`src/shared/fsp_pkg.sv`:
```
// Purpose: Shared constants and carriers for the flash segment protection block
// Assumes: AXI4-Lite register bus, 32-bit data, one aligned word per register
// Notes: Configuration words are 24 bits wide and sit in the low bits of the bus word
package fsp_pkg;

  localparam int unsigned ADDR_W = 12;
  localparam int unsigned PAGE_W = 13;
  localparam int unsigned CFG_W = 24;

  // Register byte offsets
  localparam logic [ADDR_W-1:0] OFS_SEC_CFG = 12'h000;
  localparam logic [ADDR_W-1:0] OFS_LIM_CFG = 12'h004;
  localparam logic [ADDR_W-1:0] OFS_STATUS = 12'h008;

  // Field positions of segment_security_config
  localparam int unsigned POS_BOOT_LOCK = 0;
  localparam int unsigned POS_BOOT_LVL = 1;
  localparam int unsigned POS_BOOT_EN = 3;
  localparam int unsigned POS_GEN_LOCK = 5;
  localparam int unsigned POS_GEN_LVL = 6;
  localparam int unsigned POS_CFG_LOCK = 8;
  localparam int unsigned POS_CFG_LVL = 9;

  // Implemented program-once bits; all others read back as one
  localparam logic [CFG_W-1:0] SEC_IMPL_MASK = 24'h008fef;
  localparam logic [CFG_W-1:0] LIM_IMPL_MASK = 24'h001fff;
  localparam logic [CFG_W-1:0] CFG_ERASED = 24'hffffff;
  localparam logic [PAGE_W-1:0] LIM_ERASED = 13'h1fff;

  // First page of the configuration segment
  localparam logic [PAGE_W-1:0] CFG_PAGE_START = 13'h1fff;

  localparam logic [1:0] RESP_OKAY = 2'h0;
  localparam logic [1:0] RESP_SLVERR = 2'h2;

  typedef enum logic [1:0] {
    FSP_LVL_NONE,
    FSP_LVL_STANDARD,
    FSP_LVL_ENHANCED,
    FSP_LVL_HIGH
  } fsp_level_t;

  typedef enum logic [1:0] {
    FSP_SEG_BOOT,
    FSP_SEG_GENERAL,
    FSP_SEG_CONFIG
  } fsp_seg_t;

  typedef struct packed {
    logic awvalid;
    logic [ADDR_W-1:0] awaddr;
    logic wvalid;
    logic [31:0] wdata;
    logic [3:0] wstrb;
    logic bready;
    logic arvalid;
    logic [ADDR_W-1:0] araddr;
    logic rready;
  } fsp_axi_req_t;

  typedef struct packed {
    logic awready;
    logic wready;
    logic bvalid;
    logic [1:0] bresp;
    logic arready;
    logic rvalid;
    logic [31:0] rdata;
    logic [1:0] rresp;
  } fsp_axi_rsp_t;

  typedef struct packed {
    logic valid;
    logic write;
    logic [PAGE_W-1:0] page;
  } fsp_acc_req_t;

  typedef struct packed {
    logic done;
    logic allow;
    fsp_seg_t seg;
    fsp_level_t level;
  } fsp_acc_rsp_t;

endpackage : fsp_pkg

```
`src/verilog/fsp_level_decode.sv`:
```
// Purpose: Decodes one segment's protection level code and write lock bit
// Assumes: Two-bit level codes arrive widened as {b1, b1, b0}
// Notes: Purely combinational
`timescale 1ns/1ns
module fsp_level_decode (
  input wire logic [2:0] code_i,
  input wire logic lock_n_i,
  output fsp_pkg::fsp_level_t level_o,
  output logic writable_o
);

  always_comb begin
    if (code_i == 3'h7) begin
      level_o = fsp_pkg::FSP_LVL_NONE;
    end else if (code_i == 3'h6) begin
      level_o = fsp_pkg::FSP_LVL_STANDARD;
    end else if (code_i[2]) begin
      level_o = fsp_pkg::FSP_LVL_ENHANCED;
    end else begin
      level_o = fsp_pkg::FSP_LVL_HIGH;
    end
    // A cleared lock bit blocks program writes
    writable_o = lock_n_i;
  end

endmodule : fsp_level_decode

```
`src/verilog/fsp_top.sv`:
```
// Purpose: Program-once flash segment protection configuration and access check
// Assumes: reset_i marks power-on; AXI4-Lite slave on mclk_i
// Notes: Writes to the configuration words program zeros only; ones never return
//
// The placing of the registers and the AXI4-Lite register port were decided locally.
`timescale 1ns/1ns
module fsp_top (
  input wire logic mclk_i,
  input wire logic reset_i,
  input wire fsp_pkg::fsp_axi_req_t axi_req_i,
  output fsp_pkg::fsp_axi_rsp_t axi_rsp_o,
  input wire fsp_pkg::fsp_acc_req_t acc_req_i,
  output fsp_pkg::fsp_acc_rsp_t acc_rsp_o,
  output fsp_pkg::fsp_level_t boot_level_o,
  output fsp_pkg::fsp_level_t general_level_o,
  output fsp_pkg::fsp_level_t config_level_o
);

  typedef struct packed {
    logic [fsp_pkg::CFG_W-1:0] sec;
    logic [fsp_pkg::PAGE_W-1:0] lim;
    logic aw_have;
    logic [fsp_pkg::ADDR_W-1:0] aw_addr;
    logic w_have;
    logic [31:0] w_data;
    logic [3:0] w_strb;
    fsp_pkg::fsp_axi_rsp_t axi;
    fsp_pkg::fsp_acc_rsp_t acc;
    fsp_pkg::fsp_level_t boot_lvl;
    fsp_pkg::fsp_level_t gen_lvl;
    fsp_pkg::fsp_level_t cfg_lvl;
  } fsp_state_t;

  fsp_state_t st_r;
  fsp_state_t st_nxt;

  logic [2:0] lvl_code [3];
  logic lock_n [3];
  fsp_pkg::fsp_level_t lvl [3];
  logic wr_ok [3];

  // Two-bit codes widen so 11 -> 111, 10 -> 110, 0x -> 00x
  assign lvl_code[0] = {st_r.sec[fsp_pkg::POS_BOOT_LVL+1], st_r.sec[fsp_pkg::POS_BOOT_LVL+1],
                        st_r.sec[fsp_pkg::POS_BOOT_LVL]};
  assign lvl_code[1] = {st_r.sec[fsp_pkg::POS_GEN_LVL+1], st_r.sec[fsp_pkg::POS_GEN_LVL+1],
                        st_r.sec[fsp_pkg::POS_GEN_LVL]};
  assign lvl_code[2] = st_r.sec[fsp_pkg::POS_CFG_LVL +: 3];
  assign lock_n[0] = st_r.sec[fsp_pkg::POS_BOOT_LOCK];
  assign lock_n[1] = st_r.sec[fsp_pkg::POS_GEN_LOCK];
  assign lock_n[2] = st_r.sec[fsp_pkg::POS_CFG_LOCK];

  for (genvar g = 0; g < 3; g++) begin : g_seg
    fsp_level_decode u_dec (
      .code_i(lvl_code[g]),
      .lock_n_i(lock_n[g]),
      .level_o(lvl[g]),
      .writable_o(wr_ok[g])
    );
  end

  // Boot segment covers pages below the inverted limit
  logic [fsp_pkg::PAGE_W-1:0] boot_end;
  logic boot_active;
  assign boot_end = ~st_r.lim;
  // Erased limit gives size zero; the enable bit is active when programmed low
  assign boot_active = (st_r.lim != fsp_pkg::LIM_ERASED) &&
                       !st_r.sec[fsp_pkg::POS_BOOT_EN];

  // Read views: unimplemented configuration bits return one; spare status bits return zero
  logic [fsp_pkg::CFG_W-1:0] sec_view;
  logic [fsp_pkg::CFG_W-1:0] lim_view;
  logic [31:0] status_view;
  assign sec_view = st_r.sec | ~fsp_pkg::SEC_IMPL_MASK;
  assign lim_view = {{(fsp_pkg::CFG_W-fsp_pkg::PAGE_W){1'b1}}, st_r.lim};
  assign status_view = {11'h000, boot_end, 1'b0, boot_active,
                        st_r.cfg_lvl, st_r.gen_lvl, st_r.boot_lvl};

  always_comb begin
    logic [31:0] bytemask;
    logic [31:0] keep;
    logic [fsp_pkg::ADDR_W-1:0] ra;
    fsp_pkg::fsp_seg_t seg;
    bytemask = '0;
    keep = '0;
    ra = '0;
    seg = fsp_pkg::FSP_SEG_GENERAL;
    st_nxt = st_r;

    // Write address and data may arrive in either order
    if (axi_req_i.awvalid && st_r.axi.awready) begin
      st_nxt.aw_have = 1'b1;
      st_nxt.aw_addr = axi_req_i.awaddr;
    end
    if (axi_req_i.wvalid && st_r.axi.wready) begin
      st_nxt.w_have = 1'b1;
      st_nxt.w_data = axi_req_i.wdata;
      st_nxt.w_strb = axi_req_i.wstrb;
    end
    if (st_r.axi.bvalid && axi_req_i.bready) begin
      st_nxt.axi.bvalid = 1'b0;
    end
    if (st_r.aw_have && st_r.w_have && !st_r.axi.bvalid) begin
      for (int b = 0; b < 4; b++) begin
        bytemask[8*b +: 8] = {8{st_r.w_strb[b]}};
      end
      // Only zeros in enabled lanes program; a one never restores a bit
      keep = st_r.w_data | ~bytemask;
      st_nxt.aw_have = 1'b0;
      st_nxt.w_have = 1'b0;
      st_nxt.axi.bvalid = 1'b1;
      st_nxt.axi.bresp = fsp_pkg::RESP_OKAY;
      unique case (st_r.aw_addr[fsp_pkg::ADDR_W-1:2])
        fsp_pkg::OFS_SEC_CFG[fsp_pkg::ADDR_W-1:2]: begin
          st_nxt.sec = st_r.sec & (keep[fsp_pkg::CFG_W-1:0] | ~fsp_pkg::SEC_IMPL_MASK);
        end
        fsp_pkg::OFS_LIM_CFG[fsp_pkg::ADDR_W-1:2]: begin
          st_nxt.lim = st_r.lim & keep[fsp_pkg::PAGE_W-1:0];
        end
        default: begin
          st_nxt.axi.bresp = fsp_pkg::RESP_SLVERR;
        end
      endcase
    end
    st_nxt.axi.awready = !st_nxt.aw_have && !st_nxt.axi.bvalid;
    st_nxt.axi.wready = !st_nxt.w_have && !st_nxt.axi.bvalid;

    // Read channel: one read outstanding
    if (st_r.axi.rvalid && axi_req_i.rready) begin
      st_nxt.axi.rvalid = 1'b0;
    end
    if (axi_req_i.arvalid && st_r.axi.arready) begin
      ra = axi_req_i.araddr;
      st_nxt.axi.rvalid = 1'b1;
      st_nxt.axi.rresp = fsp_pkg::RESP_OKAY;
      unique case (ra[fsp_pkg::ADDR_W-1:2])
        fsp_pkg::OFS_SEC_CFG[fsp_pkg::ADDR_W-1:2]: st_nxt.axi.rdata = {8'h00, sec_view};
        fsp_pkg::OFS_LIM_CFG[fsp_pkg::ADDR_W-1:2]: st_nxt.axi.rdata = {8'h00, lim_view};
        fsp_pkg::OFS_STATUS[fsp_pkg::ADDR_W-1:2]: st_nxt.axi.rdata = status_view;
        default: begin
          st_nxt.axi.rdata = 32'h0000_0000;
          st_nxt.axi.rresp = fsp_pkg::RESP_SLVERR;
        end
      endcase
    end
    st_nxt.axi.arready = !st_nxt.axi.rvalid;

    // Access check, answered one cycle after the request
    if (acc_req_i.page >= fsp_pkg::CFG_PAGE_START) begin
      seg = fsp_pkg::FSP_SEG_CONFIG;
    end else if (boot_active && (acc_req_i.page < boot_end)) begin
      seg = fsp_pkg::FSP_SEG_BOOT;
    end else begin
      seg = fsp_pkg::FSP_SEG_GENERAL;
    end
    st_nxt.acc.done = acc_req_i.valid;
    st_nxt.acc.seg = seg;
    unique case (seg)
      fsp_pkg::FSP_SEG_BOOT: begin
        st_nxt.acc.level = lvl[0];
        st_nxt.acc.allow = !acc_req_i.write || wr_ok[0];
      end
      fsp_pkg::FSP_SEG_GENERAL: begin
        st_nxt.acc.level = lvl[1];
        st_nxt.acc.allow = !acc_req_i.write || wr_ok[1];
      end
      default: begin
        st_nxt.acc.level = lvl[2];
        st_nxt.acc.allow = !acc_req_i.write || wr_ok[2];
      end
    endcase

    st_nxt.boot_lvl = lvl[0];
    st_nxt.gen_lvl = lvl[1];
    st_nxt.cfg_lvl = lvl[2];
  end

  always_ff @(posedge mclk_i) begin
    if (reset_i) begin
      // Power-on: every program-once bit reads as erased
      st_r.sec <= fsp_pkg::CFG_ERASED;
      st_r.lim <= fsp_pkg::LIM_ERASED;
      st_r.aw_have <= 1'b0;
      st_r.aw_addr <= '0;
      st_r.w_have <= 1'b0;
      st_r.w_data <= '0;
      st_r.w_strb <= '0;
      st_r.axi <= '0;
      st_r.acc <= '0;
      st_r.boot_lvl <= fsp_pkg::FSP_LVL_NONE;
      st_r.gen_lvl <= fsp_pkg::FSP_LVL_NONE;
      st_r.cfg_lvl <= fsp_pkg::FSP_LVL_NONE;
    end else begin
      st_r <= st_nxt;
    end
  end

  assign axi_rsp_o = st_r.axi;
  assign acc_rsp_o = st_r.acc;
  assign boot_level_o = st_r.boot_lvl;
  assign general_level_o = st_r.gen_lvl;
  assign config_level_o = st_r.cfg_lvl;

endmodule : fsp_top

```
`config.mk`:
```
export PLATFORM = sky130hd
export DESIGN_NAME = fsp_top
export DESIGN_NICKNAME = d
export VERILOG_FILES = /design/src/shared/fsp_pkg.sv /design/src/verilog/fsp_level_decode.sv /design/src/verilog/fsp_top.sv
export SDC_FILE = /design/constraint.sdc
export NUM_CORES = 1
export LEC_CHECK = 0
export BUFFER_PORTS_ARGS = -buffer_cell sky130_fd_sc_hd__buf_4
export CORE_MARGIN = 1.5
export CORE_UTILIZATION = 55
export CTS_CLUSTER_DIAMETER = 30
export DETAILED_ROUTE_END_ITERATION = 8
export GPL_ROUTABILITY_DRIVEN = 0
export MAX_ROUTING_LAYER = met4
export PLACE_DENSITY = 0.84
export SLEW_MARGIN = 0
export SYNTH_ARGS = -nofsm -noshare
export SYNTH_HDL_FRONTEND = slang
export SYNTH_SLANG_ARGS = --single-unit
```
`constraint.sdc`:
```
create_clock -name mclk_i -period 2.5 [get_ports mclk_i]
set_input_delay 0.125 -clock mclk_i [delete_from_list [all_inputs] [get_ports mclk_i]]
set_output_delay 0.125 -clock mclk_i [all_outputs]
set_load 0.05 [all_outputs]
```
==> results of run 1 <==
## final cells by class
class                   instances  area [µm²]  share of cell area, %
clock inverters                 4       120.1                  2.307
well taps                     102       127.6                  2.451
inverters                       1       3.754                0.07210
flip-flops and latches         94        1882                  36.15
repair buffers                124       983.4                  18.89
multi-input cells             330        1958                  37.61
clock buffers                  11       131.4                  2.523
## sequential cells by signal, indices dropped and copies added, names as in the netlist
| register | cells |
|---|---|
| config_level_o | 2 |
| acc_rsp_o | 6 |
| lvl_code | 7 |
| st_r | 28 |
| lim_view | 13 |
| boot_level_o | 2 |
| lock_n | 3 |
| sec_view | 2 |
| general_level_o | 2 |
| axi_rsp_o | 29 |
## worst max-delay path by stage
stage	from	slack (ps)	to
floorplan	lim_view[10]$_SDFFE_PP1P_	810	acc_rsp_o[0]$_SDFF_PP0_
global placement	lim_view[10]$_SDFFE_PP1P_	590	acc_rsp_o[4]$_SDFF_PP0_
detailed placement	lim_view[10]$_SDFFE_PP1P_	560	acc_rsp_o[0]$_SDFF_PP0_
CTS	lim_view[10]$_SDFFE_PP1P_	550	acc_rsp_o[0]$_SDFF_PP0_
global route	lim_view[10]$_SDFFE_PP1P_	430	acc_rsp_o[0]$_SDFF_PP0_
finish	lim_view[6]$_SDFFE_PP1P_	520	acc_rsp_o[0]$_SDFF_PP0_
## where the power goes
group | switching (mW) | internal (mW) | leakage, nW
Sequential | 0.0208 | 1.53 | 0.763
Clock | 0.498 | 0.761 | 0.124
Combinational | 0.199 | 0.144 | 1.28
## through the flow
| stage | instances | utilization (%) | hold WS, ps | area [µm²] | setup WS [ps] |
|---|---|---|---|---|---|
| 2_1_floorplan | 500 | - | 201.7 | 4343 | 812.9 |
| 3_3_place_gp | 630 | 62.04 | 336.5 | 4745 | 592.1 |
| 3_5_place_dp | 630 | 62.04 | 340.3 | 4745 | 559.4 |
| 4_1_cts | 665 | 67.95 | 0.4310 | 5196 | 554.7 |
| 5_1_grt | 666 | 68.08 | 20.00 | 5206 | 433.8 |
| 6_report | 666 | 68.08 | 21.00 | 5206 | 516.4 |
## metal layers
layer | up-vias | GRT usage [%] | wire length, µm
li1 | 1751 | - | -
met3 | 18 | 5.109 | 581
met1 | 1629 | 30.70 | 4169
met4 | 0 | 11.85 | 174
met2 | 124 | 39.74 | 4713
met5 | - | - | 0
## worst reg2reg max path, delay by kind of cell (launching register included)
| kind | cells | cell delay, ps |
|---|---|---|
| fa+ha+maj | 1 | 280 |
| compound gates | 5 | 1170 |
| flops | 1 | 440 |
## logic make-up (layout without fill, tap and decap cells)
group,count (synthesis),count (layout),share of synthesized area (%)
adder cells (fa/ha/maj),12,12,3.484
AO/OA/AOI/OAI,109,109,16.14
buffers and inverters,76,140,11.67
flip-flops,94,94,43.67
AND/OR/NAND/NOR,188,188,22.39
multiplexers,11,11,2.555
other,1,10,0.08702
## cell usage in the layout, fill, tap and decap left out, types with 8 or more instances in the layout
cell type and n:
a21oi_1 40, a22oi_1 8, a22oi_2 9, buf_4 103, clkbuf_8 9, conb_1 10
dfxtp_1 94, dlygate4sd3_1 21, ha_1 12, mux2i_1 11, nand2_1 79, nand2b_1 28
nor2_1 25, nor2_2 9, nor2b_1 8, nor3_1 8, o21ai_0 33
==> results.md, run 1 <==
- Max incr delay on CP: 480 ps
- Cell variety after synth: 40
- Antenna viol nets, final: 0
- Die Height: 91.52 µm
- Drt total wl: 9639 µm
- Die width: 91.52 µm
- Worst path bufs/invs: 0
- Pleak: 2.163 nW
- Drt drc: 0
- Cell with the most instances after synthesis: dfxtp_1
- Maximum vdd drop: 0.3380 mV
- Arr. time, crit path: 2240 ps
- Post-DP HPWL: 7059 µm
- R2R depth: 6
- Yosys warning count: 0
- GRT Total Usage: 25.12%
- PwrDens: 605.6 nW/µm²
- Worst reg2reg setup slack: 520 ps
- Row count: 32
- Hold buffers post-CTS: 20
- Critical path class: register to register
- Max-cap violations: 0
- Initial core utilization: 56.35%
- Layout cells sized above 1: 25.00%
- Clock Path Buffers: 2
- Top FF cell, synth: dfxtp_1
- Max-slew violations: 0
- CTS tree: done
- PortBufs: 100
- Syn_area_per_cell: 8.776 µm²
- H-tree levels: 3
- Worst slew margin: 61.61%
- Vias in the first global route: 3373
- 1st-iter DRT viols: 122
- Clock transition at path regs: 90 ps
- Root Buffer Master: clkbuf_8
- DR vias/cell: 5.288
- Pwr Total: 3.153 mW
- Min-Delay Endpoint: st_r[93]$_SDFFE_PP0P_
- Hold crit path type: input port to register
- Cts bufs inserted: 9
- Post-synth EDFFs: 0
- First-pass GRT wire length: 16100 µm
- Maximum clock rate: 504.1 MHz
- Final nets: 654
- Initial antenna violation count: 0
- Sequential-to-total area share from yosys stat: 43.67%
- Status: finished clean
- Synth top area cells: dfxtp_1, buf_4, nand2_1
- Critical path's top delay family: compound AO/OA/AOI/OAI gates
- Max stage delay cell, worst path: a211oi_1
- Area Overhead vs Synth: 20.82%
- Clock Latency Late Sink: 370 ps
- Final Hold Vio Count: 0
- Worst hold path startpoint: axi_req_i[55]
- Synth top area share: 43.67%
- Final worst-path cycle share: 79.34%
- Largest net degree at the start of global routing: 58
- Vias: 3522
- Ys async rst share: 0%
- #FFs+latches synth: 94
- Hold depth: 3
- I/O pins: 135
- Antenna Cells: 0
- Critical Path Fanout Max: 5
- Critical Path RT: 2760 ps
- Post-Syn Area: 4309 µm²
- Resize count post-CTS: 0
- Setup_tns: 0 ps
- CP cell instances: ha_1 > a21oi_1 > o21ai_0 > a211oi_1 > a21oi_1 > a221o_1
- # fillers: 603
- Worst R2R End: acc_rsp_o[0]$_SDFF_PP0_
- Crit. path cell count: 6
- Synth Instances: 491
- GRT overflow: 0
- Setup violations, final: 0
- Crit. End Element: register
- Post-synth top cells: dfxtp_1, nand2_1, buf_4, a21oi_1, o21ai_0
- Post-CTS Setup Bufs: 0
- Least-Margin Pin Slew: 575.9 ps
- Nature of the critical path startpoint: register
- Clock sink count: 94
- Min Tclk post-route: 1984 ps
- R2R Path Start: lim_view[6]$_SDFFE_PP1P_
- Core region area: 7647 µm²
- Final setup skew: 9.787 ps
- Most frequent CP cell: a21oi_1
- Largest area contributor in the netlist: dfxtp_1
- DRT Pass-1 Iters: 5
- RSZ-0062 raised after global routing: false
- Drt wl/cell: 14.47 µm
- Total die area: 8375 µm²
Power figures use the tool's default switching activity.
==> inputs of run 2 (changes only) <==
Settings changed: ABC_AREA from default to 1, CORE_UTILIZATION 55 to 47, PLACE_DENSITY 0.84 to 0.76.
Clock period 2.5 ns to 1.67 ns, I/O delays scaled along.
==> run 2 against run 1 <==
  * Worst setup slack got worse by 480 ps
  * Synthesized cell count increased by 22%
  * Area after synthesis increased by 3.4%
==> results.md, run 2 <==
- Antenna Cells: 0 (unchanged)
- Final worst slack: 36.68 ps (-479.7 ps)
- Place WS: -30.19 ps (-589.6 ps)
- Critical Path Fanout Max: 3 (-2)
- Cts bufs inserted: 9 (unchanged)
- Synth top area share: 42.25% (-1.4 points)
- Nature of the critical path startpoint: register
- Post-Layout Inst Area: 5543 µm² (+6.5%)
- Fin cells: 795 (+19%)
- First-pass GRT wire length: 17030 µm (+5.8%)
- Initial core utilization: 48.44% (-7.9 points)
- Post-synth EDFFs: 0 (unchanged)
- Area Overhead vs Synth: 24.44%
- Commonest non-fill, non-tap cell in the layout: nand2_1
- #FFs+latches synth: 94 (unchanged)
- Largest area contributor in the netlist: dfxtp_1
- Die width: 100.4 µm (+9.7%)
- Status: finished clean
- Setup violations, final: 0 (unchanged)
- Post-synth top cells: nand2_1, dfxtp_1, nor2_1, buf_4, o21ai_0
- Max-slew violations: 0 (unchanged)
- H-tree levels: 3 (unchanged)
- Synth top area cells: dfxtp_1, nand2_1, buf_4
- GRT overflow: 0 (unchanged)
- Syn_area_per_cell: 7.449 µm² (-15%)
- Min Tclk post-route: 1633 ps (-350.3 ps)
- Number of flip-flops in the largest register: 29 (unchanged)
- Hold crit path type: input port to register
- CTS tree: done
- Final setup skew: 15.07 ps (+5.283 ps)
- Worst R2R End: acc_rsp_o[4]$_SDFF_PP0_
- Max-cap violations: 0 (unchanged)
- Setup_tns: 0 ps (unchanged)
- Root Buffer Master: clkbuf_8
- Layout cells sized above 1: 26.17% (+1.2 points)
- Most frequent cells in the layout: nand2_1, buf_4, dfxtp_1
- GRT Total Usage: 21.91% (-3.2 points)
- Yosys warning count: 0 (unchanged)
- Cell with the most instances after synthesis: nand2_1
- R2R Path Start: lim_view[10]$_SDFFE_PP1P_
- Vias in the first global route: 3675 (+9.0%)
- Antenna viol nets, final: 0 (unchanged)
- Crit. End Element: register
- PortBufs: 100 (unchanged)
- Sequential-to-total area share from yosys stat: 42.25% (-1.4 points)
- Largest net degree at the start of global routing: 40 (-31%)
- Critical Path RT: 1940 ps (-820 ps)
- Worst path bufs/invs: 2 (+2)
- Critical Path Sink: acc_rsp_o[4]$_SDFF_PP0_
- Final nets: 773 (+18%)
- R2R depth: 11 (+5)
- Cell variety after synth: 35 (-13%)
- Worst reg2reg setup slack: 40 ps (-480 ps)
- DP Area: 5079 µm² (+7.0%)
- Drt total wl: 10530 µm (+9.2%)
- Critical path class: register to register
- Clock Path Buffers: 2 (unchanged)
- Max incr delay on CP: 340 ps (-140 ps)
- Clock transition at path regs: 90 ps (about the same)
- Die Height: 100.4 µm (+9.7%)
- Final Hold Vio Count: 0 (unchanged)
- Row count: 35 (+9.4%)
- Crit. path cell count: 11 (+5)
- Drt wl/cell: 13.24 µm (-8.5%)
- Arr. time, crit path: 1900 ps (-340 ps)
- Clock sink count: 94 (unchanged)
- Critical path's top delay family: simple AND/OR/NAND/NOR gates
- Post-DP HPWL: 7800 µm (+10%)
- Worst hold slack: 0.4538 ps (-20.55 ps)
- Drt drc: 0 (unchanged)
- Crit path from: lim_view[10]$_SDFFE_PP1P_
- Max stage delay cell, worst path: dfxtp_2
- Core region area: 9196 µm² (+20%)
- 1st-iter DRT viols: 236 (+93%)
- Initial antenna violation count: 0 (unchanged)
- Synth Instances: 598 (+22%)
- Maximum vdd drop: 0.5011 mV (+48%)
- Post-CTS Setup Bufs: 0 (unchanged)
- Total die area: 10070 µm² (+20%)
- Clock Latency Late Sink: 370 ps (about the same)
- Placed cell count: 766 (+22%)
- Post-Syn Area: 4454 µm² (+3.4%)
- Maximum clock rate: 612.3 MHz (+21%)
- CP cell instances: ha_4 > nand2_2 > nor2_4 > nand2_1 > nor2_1 > nand2_2 > buf_4 > nand4_1 > nand3_1 > nand2_1 > inv_1
- DR vias/cell: 5.070 (-4.1%)
- Ys async rst share: 0% (unchanged)
- Top FF cell, synth: dfxtp_1
- PwrDens: 841.9 nW/µm² (+39%)
- Pleak: 2.540 nW (+17%)
- Final worst-path cycle share: 97.80% (+18 points)
- Vias: 4031 (+14%)
- DRT Pass-1 Iters: 5 (unchanged)
- I/O pins: 135 (unchanged)
-- run 2: per-layer routing --
| metal | global-route usage [%] | vias to the layer above | wire length, µm |
|---|---|---|---|
| li1 | - | 2033 | - |
| met2 | 35.43 | 153 | 4923 |
| met4 | 10.62 | 0 | 391 |
| met3 | 3.203 | 37 | 557 |
| met1 | 26.90 | 1808 | 4656 |
| met5 | - | - | 0 |
-- run 2: final cells by class --
class	instances	area [µm²]
tap	111	138.9
inverter	45	168.9
sequential	94	1887
clock buffer	9	123.9
clock inverter	7	105.1
multi-input combinational	391	2038
timing repair buffer	138	1081
fill	828	3654
-- run 2: timing repair --
| action | CTS | global route |
|---|---|---|
| hold buffers | 13 | 0 |
| endpoints found under the setup margin | 2 | 2 |
| hold endpoints to repair | 13 | 0 |
| resized for setup | 2 | 20 |
| pin swaps | 0 | 6 |
-- run 2: per-stage QoR --
step	utilization (%)	total power, mW
2_1_floorplan	-	2.792
3_3_place_gp	55.22	2.942
3_5_place_dp	55.22	2.961
4_1_cts	59.21	4.662
5_1_grt	60.27	4.848
6_report	60.27	4.667
-- run 2: worst min path at each step --
stage,start,endpoint,slack (ps),cells after the start
global route,axi_req_i[34],st_r[72]$_SDFFE_PP0P_,20,3
global placement,acc_req_i[14],acc_rsp_o[5]$_SDFF_PP0_,290,3
CTS,axi_req_i[34],st_r[72]$_SDFFE_PP0P_,0.7,3
detailed placement,acc_req_i[14],acc_rsp_o[5]$_SDFF_PP0_,290,3
floorplan,reset_i,general_level_o[1]$_SDFF_PP0_,160,1
finish,axi_req_i[34],st_r[72]$_SDFFE_PP0P_,0.5,3
-- run 2: power by group --
part	leakage (nW)	internal, mW	switching [mW]	total [mW]
clock	0.112	0.864	0.847	1.71
combinational	1.66	0.240	0.372	0.612
sequential	0.763	2.31	0.0368	2.34
total	2.54	3.41	1.26	4.67
-- run 2: logic make-up (layout without fill, tap and decap cells) --
| logic type | after synthesis | after routing | synth area share (%) |
|---|---|---|---|
| flops | 94 | 94 | 42.25 |
| compound gates | 111 | 111 | 13.31 |
| fa+ha+maj | 12 | 12 | 3.371 |
| simple gates | 258 | 258 | 25.98 |
| other cells | 1 | 10 | 0.08419 |
| buf+inv | 122 | 199 | 15.00 |
-- run 2: worst register-to-register path: cells and delay by family (launching register included) --
kind          cells  cell delay [ps]
simple gates      8              750
flops             1              340
fa+ha+maj         1              270
buf+inv           2              190
